--- config.mk ---
export PLATFORM = sky130hd
export DESIGN_NAME = shc_top
export DESIGN_NICKNAME = d
export VERILOG_FILES = /design/src/shc_pkg.sv /design/src/shc_buf2.sv /design/src/shc_top.sv
export SDC_FILE = /design/constraint.sdc
export NUM_CORES = 1
export LEC_CHECK = 0
export ABC_AREA = 1
export BUFFER_PORTS_ARGS = -buffer_cell sky130_fd_sc_hd__buf_2
export CORE_ASPECT_RATIO = 0.75
export CORE_UTILIZATION = 61
export CTS_CLUSTER_DIAMETER = 200
export CTS_CLUSTER_SIZE = 8
export DETAILED_ROUTE_END_ITERATION = 8
export PLACE_DENSITY = 0.84
export SLEW_MARGIN = 20
export SYNTH_ARGS = -nofsm -noshare
export SYNTH_HDL_FRONTEND = slang
export SYNTH_SLANG_ARGS = --single-unit
export TNS_END_PERCENT = 20
--- constraint.sdc ---
create_clock -name clk -period 3.8 [get_ports clk]
set_input_delay 0.19 -clock clk [delete_from_list [all_inputs] [get_ports clk]]
set_output_delay 0.19 -clock clk [all_outputs]
set_load 0.005 [all_outputs]
--- src/shc_pkg.sv ---
package shc_pkg;
   localparam int unsigned NBITS        = 12;
   localparam int unsigned CLK_MHZ      = 100;
   localparam int unsigned FULL_CONV_NS = 9000;
   // cycles per resolved bit, rounded down so 13 bit periods (NBITS + 1) fit in 9.0 us
   localparam int unsigned BIT_CYCLES   = FULL_CONV_NS * CLK_MHZ / 1000 / (NBITS + 1);
   localparam logic [7:0]  BIT_CYC_W    = 8'(BIT_CYCLES);
   localparam logic [11:0] RESULT_RST   = 12'hFFF;
   localparam logic [11:0] TRIAL_ALL    = 12'hFFF;

   typedef struct packed {
      logic [11:0] code;
   } shc_word_t;

   typedef enum logic [2:0] {
      SHC_IDLE    = 3'b001,
      SHC_RESOLVE = 3'b010,
      SHC_FINISH  = 3'b100
   } shc_state_t;
endpackage

--- src/shc_buf2.sv ---
module shc_buf2 (
   clk,
   reset,
   in_valid,
   in_ready,
   in_data,
   out_valid,
   out_ready,
   out_data
);
   input  wire logic              clk;
   input  wire logic              reset;
   input  wire logic              in_valid;
   output      logic              in_ready;
   input  wire shc_pkg::shc_word_t in_data;
   output      logic              out_valid;
   input  wire logic              out_ready;
   output      shc_pkg::shc_word_t out_data;

   shc_pkg::shc_word_t mem_q [2];
   logic               wr_q;
   logic               rd_q;
   logic [1:0]         cnt_q;
   wire                push = in_valid && in_ready;
   wire                pop  = out_valid && out_ready;

   assign in_ready  = (cnt_q != 2'h2);
   assign out_valid = (cnt_q != 2'h0);
   assign out_data  = mem_q[rd_q];

   always_ff @(posedge clk or posedge reset) begin
      if (reset) begin
         wr_q  <= 1'b0;
         rd_q  <= 1'b0;
         cnt_q <= 2'h0;
      end else begin
         if (push) wr_q <= ~wr_q;
         if (pop) rd_q <= ~rd_q;
         cnt_q <= cnt_q + {1'b0, push} - {1'b0, pop};
      end
   end

   always_ff @(posedge clk) begin
      if (push) mem_q[wr_q] <= in_data;
   end
endmodule

--- src/shc_top.sv ---
module shc_top (
   clk,
   reset,
   hold_sel,
   start_conv,
   comp_above,
   short_cycle,
   hold_capacitor_node,
   trial_code,
   result,
   busy,
   res_valid,
   res_ready,
   res_data
);
   input  wire logic               clk;
   input  wire logic               reset;
   input  wire logic               hold_sel;
   input  wire logic               start_conv;
   input  wire logic               comp_above;
   input  wire logic               short_cycle;
   output      logic               hold_capacitor_node;
   output      logic [11:0]        trial_code;
   output      logic [11:0]        result;
   output      logic               busy;
   output      logic               res_valid;
   input  wire logic               res_ready;
   output      shc_pkg::shc_word_t res_data;

   // ----------------------------------------
   // sample-hold and start edge
   // ----------------------------------------
   logic start_q;
   assign hold_capacitor_node = ~hold_sel;
   wire start_fall = start_q && !start_conv;

   // ----------------------------------------
   // bit position decode
   // ----------------------------------------
   // one-hot mask of the bit under trial, msb first
   function automatic logic [11:0] bit_of(input logic [3:0] pos);
      bit_of = 12'h800 >> pos;
   endfunction

   // ----------------------------------------
   // successive approximation sequencer
   // ----------------------------------------
   shc_pkg::shc_state_t st_q;
   logic [7:0]  tick_q;
   logic [3:0]  idx_q;
   logic [11:0] sar_q;
   logic [11:0] result_q;
   logic        push_q;
   logic        buf_ready;

   wire         tick_end = (tick_q == shc_pkg::BIT_CYC_W - 8'h01);
   wire [11:0]  bit_mask = bit_of(idx_q);
   // comparator high means input above trial: keep bit cleared (complement)
   wire [11:0]  sar_dec  = comp_above ? (sar_q & ~bit_mask) : (sar_q | bit_mask);
   wire         last_bit = (idx_q == 4'hB) || short_cycle;

   assign trial_code = sar_q & ~bit_mask;
   assign result     = result_q;
   assign busy       = (st_q != shc_pkg::SHC_IDLE);

   always_ff @(posedge clk or posedge reset) begin
      if (reset) begin
         start_q  <= 1'b1;
         st_q     <= shc_pkg::SHC_IDLE;
         tick_q   <= 8'h00;
         idx_q    <= 4'h0;
         sar_q    <= shc_pkg::TRIAL_ALL;
         result_q <= shc_pkg::RESULT_RST;
         push_q   <= 1'b0;
      end else begin
         start_q <= start_conv;
         push_q  <= push_q && !buf_ready;
         case (st_q)
            shc_pkg::SHC_IDLE: begin
               if (start_fall) begin
                  st_q   <= shc_pkg::SHC_RESOLVE;
                  sar_q  <= shc_pkg::TRIAL_ALL;
                  idx_q  <= 4'h0;
                  tick_q <= 8'h00;
               end
            end
            shc_pkg::SHC_RESOLVE: begin
               tick_q <= tick_end ? 8'h00 : tick_q + 8'h01;
               if (tick_end) begin
                  sar_q <= sar_dec;
                  if (last_bit) begin
                     st_q <= shc_pkg::SHC_FINISH;
                  end else begin
                     idx_q <= idx_q + 4'h1;
                  end
               end
            end
            shc_pkg::SHC_FINISH: begin
               result_q <= sar_q;
               push_q   <= 1'b1;
               st_q     <= shc_pkg::SHC_IDLE;
            end
            default: st_q <= shc_pkg::SHC_IDLE;
         endcase
      end
   end

   // ----------------------------------------
   // result buffer
   // ----------------------------------------
   shc_pkg::shc_word_t push_word;
   assign push_word.code = result_q;

   shc_buf2 u_buf (
      .clk       (clk),
      .reset     (reset),
      .in_valid  (push_q),
      .in_ready  (buf_ready),
      .in_data   (push_word),
      .out_valid (res_valid),
      .out_ready (res_ready),
      .out_data  (res_data)
   );

   // ----------------------------------------
   // sequencer structure checks
   // ----------------------------------------
   // state register holds exactly one legal one-hot code
   wire st_legal = (st_q == shc_pkg::SHC_IDLE) || (st_q == shc_pkg::SHC_RESOLVE)
                   || (st_q == shc_pkg::SHC_FINISH);
   // end of one bit period while resolving
   wire bit_end  = (st_q == shc_pkg::SHC_RESOLVE) && tick_end;
endmodule

==> results.md <==
- Register area share after synthesis: 57.37%
- Clk pwr share: 25.4%
- Num CTS Buffers: 9
- Final setup fails: 0
- WHS Path Cells: 3
- Switching share of power: 31.14%
- Synth cell types: 26
- FP Rows: 22
- CTS tree: done
- LEAKAGE: 1.784 nW
- Commonest non-fill, non-tap cells in the layout: nand2_1 (61), buf_2 (45), inv_1 (39), nor2_1 (31), dfstp_2 (26)
- Mapped Nets: 335
- Reg2reg end: u_buf.mem_q[0][8]
- Synthesized flop and latch total: 69
- Worst path slowest cell: dfrtp_1
- Avg Inst Size Synth: 10.27 sq um
- RSZ-0062 raised after global routing: no
- Worst setup EP type: output pin
- CP bufs+invs: 1
- Max-cap viol count: 0
- Vias: 2,334
- Initial core utilization: 65.03%
- Total wire length: 6041 um
- Clk slew on worst S/H paths: 0.07 ns
- DIE HEIGHT: 65.46 um
- Worst slack at placement: 2.112 ns
- Reg area: 0.001879 sq mm
- Post-CTS Setup Bufs: 0
- Clk_skew: 0.007720 ns
- CP startpoint: u_buf.rd_q
- ANT cells: 0
- Multi-input gate area: 0.001182 sq mm
- Switch Pwr: 725.3 uW
- Fmax: 570.1 MHz
- Nets: 386
- Share of post-route cells with drive strength above 1: 34.40%
- Gpl congestion: 0.8488
- First-pass GRT wire length: 9818 um
- Share of power burned in registers: 50.0%
- Final hold viol count: 0
- Area leader, netlist: edfxtp_1
- Min cycle time layout: 1.754 ns
- Largest cells by area after synthesis: edfxtp_1 (22%), dfstp_2 (21%), dfrtp_1 (15%)
- Min-delay src: res_ready
- CP Max Fanout: 13
- Synth top area share: 22.00%
- Outcome: finished, final reports clean
- PwrDens: 620.0 mW/mm^2
- Pint: 1.604 mW
- Netlist Area Pre-Place: 0.003276 sq mm
- Required time worst endpoint: 3.61 ns
- Root buf cell: clkbuf_8
- Filler instances: 364
- Die width: 86.62 um
- Cell family with most CP delay: flip-flops
- Router iterations before antenna repair: 5
- Worst-Skew Late Latency: 0.35 ns
- CP peak stage delay: 0.68 ns
- Initial antenna violation count: 0
- Startpoint Class: flip-flop
- Residual DRC: 0
- Vias in the first global route: 2,169
- Most common cell after layout, fill and taps aside: nand2_1
- Tightest Pin Transition: 0.9963 ns
- Maximum vdd drop: 380.0 uV
- Setup ws final: 2.046 ns
- DR vias/cell: 5.221
- Layout area overhead: 14.71%
- CP Cell Sequence: mux2_2 -> buf_2
- Worst reg2reg path depth: 3
- Worst slew margin: 33.34%
- Clock sink count: 69
- Clk buf depth: 2
- Avg WL per Cell: 13.51 um
- Hold Crit Endpoint: u_buf.rd_q
- Initial DRC count: 125
- Post-Synthesis Cells: 319
- Htree depth: 3
- Combinational Power Share: 24.6%
- R2R setup slack: 2.09 ns
- Yosys warns: 0
- Setup TNS: 0 ns
- Slew Viols, Final: 0
- Antenna-violating nets left: 0
- Post-DP HPWL: 4109 um
- Critical path type: flip-flop to output pin
- DIE AREA: 0.005670 sq mm
- Grt ovf: 0
- Final hold slack: 0.1273 ns
- GRT Overall Usage: 23.93%
- Crit Reg-Reg Startpoint: u_buf.cnt_q[1]
- Largest net degree at the start of global routing: 46
- Final Cycle Share: 46.16%
- I/O pin cnt: 46
- HP Class: input port to flip-flop
- Core outline area: 0.005037 sq mm
- Critical path arrival: 1.56 ns
- IO Port Bufs: 45
==> worst max-delay path by stage <==
stage / endpoint / slack (ns) / depth (start not counted)
floorplan: u_buf.cnt_q[1] / 2.27 / 7
global placement: u_buf.mem_q[0][3] / 2.20 / 3
detailed placement: u_buf.mem_q[0][0] / 2.11 / 3
CTS: res_data[10] / 2.02 / 2
global route: trial_code[1] / 1.92 / 6
finish: res_data[10] / 2.05 / 2
==> area by class of cell <==
| type | count | share of cell area, % |
|---|---|---|
| tap | 72 | 2.398 |
| clock buffer | 9 | 3.297 |
| timing repair buffer | 48 | 6.727 |
| inverter | 41 | 4.096 |
| sequential | 69 | 50.02 |
| multi-input combinational | 201 | 31.47 |
| clock inverter | 7 | 1.998 |
==> tightest hold or removal path, delay by kind of cell <==
| kind | cells | cell delay [ns] |
|---|---|---|
| AND/OR/NAND/NOR | 1 | 0.08 |
| buffers and inverters | 1 | 0.10 |
| XOR/XNOR | 1 | 0.07 |
==> Yosys cell counts <==
library cell	number
clkbuf_1	1
ha_1	9
xor2_1	1
o21ai_0	24
xnor2_1	4
inv_1	39
o21ai_2	10
nand2_4	1
dfrtp_1	19
nand3_1	25
o22ai_1	1
nand2_2	2
or2_1	1
nor2_1	31
or2_2	1
nand2_1	61
nor2_2	2
mux2_2	24
a21oi_1	2
edfxtp_1	24
inv_2	2
buf_2	3
buf_6	3
dfstp_2	26
nand4_1	2
buf_4	1
==> power groups by stage <==
stage                     clock network (mW)  logic [mW]  registers (mW)
after floorplan                            0       0.397            1.11
after global placement                     0       0.549            1.16
after detailed placement                   0       0.572            1.17
after CTS                              0.602       0.582            1.17
after global routing                   0.635       0.651            1.19
final                                  0.593       0.573            1.16
==> per-layer routing <==
layer / share of wire, % / vias up / track usage [%]
met3: 6.9 / 14 / 9.045
met1: 43 / 1090 / 29.34
li1: - / 1151 / -
met5: 0 / - / 0
met2: 49 / 79 / 39.38
met4: 1.4 / 0 / 7.917
==> cells by family (layout without fill, tap and decap cells) <==
| logic type | count (synthesis) | count (layout) | share of synthesized area, % |
|---|---|---|---|
| adders and majority gates | 9 | 9 | 3.438 |
| muxes | 24 | 24 | 8.251 |
| and+or+nand+nor | 126 | 126 | 16.23 |
| buffers and inverters | 49 | 105 | 6.532 |
| AOI/OAI and AO/OA | 37 | 37 | 6.837 |
| DFF | 69 | 69 | 57.37 |
| xor gates and xnor gates | 5 | 5 | 1.337 |
==> metrics by stage <==
stage	power, mW	instances	util (%)	instance area, sq um
after floorplan	1.508	319	-	3276
after global placement	1.707	429	70.24	3538
after detailed placement	1.744	429	70.24	3538
after CTS	2.349	447	74.59	3757
after global routing	2.474	447	74.59	3757
final	2.329	447	74.59	3757
==> state kept, by name, indices dropped and copies added (netlist names) <==
signal / count
idx_q: 4
push_q: 1
result: 12
sar_q: 12
st_q: 3
start_q: 1
tick_q: 8
u_buf.cnt_q: 2
u_buf.mem_q: 24
u_buf.rd_q: 1
u_buf.wr_q: 1
==> timing repair <==
item | in CTS | in global routing
hold endpoints to repair | 20 | 0
hold buffers | 2 | 0
gates resized for setup | 0 | 0
No activity file was read; power rests on OpenSTA's default activity.
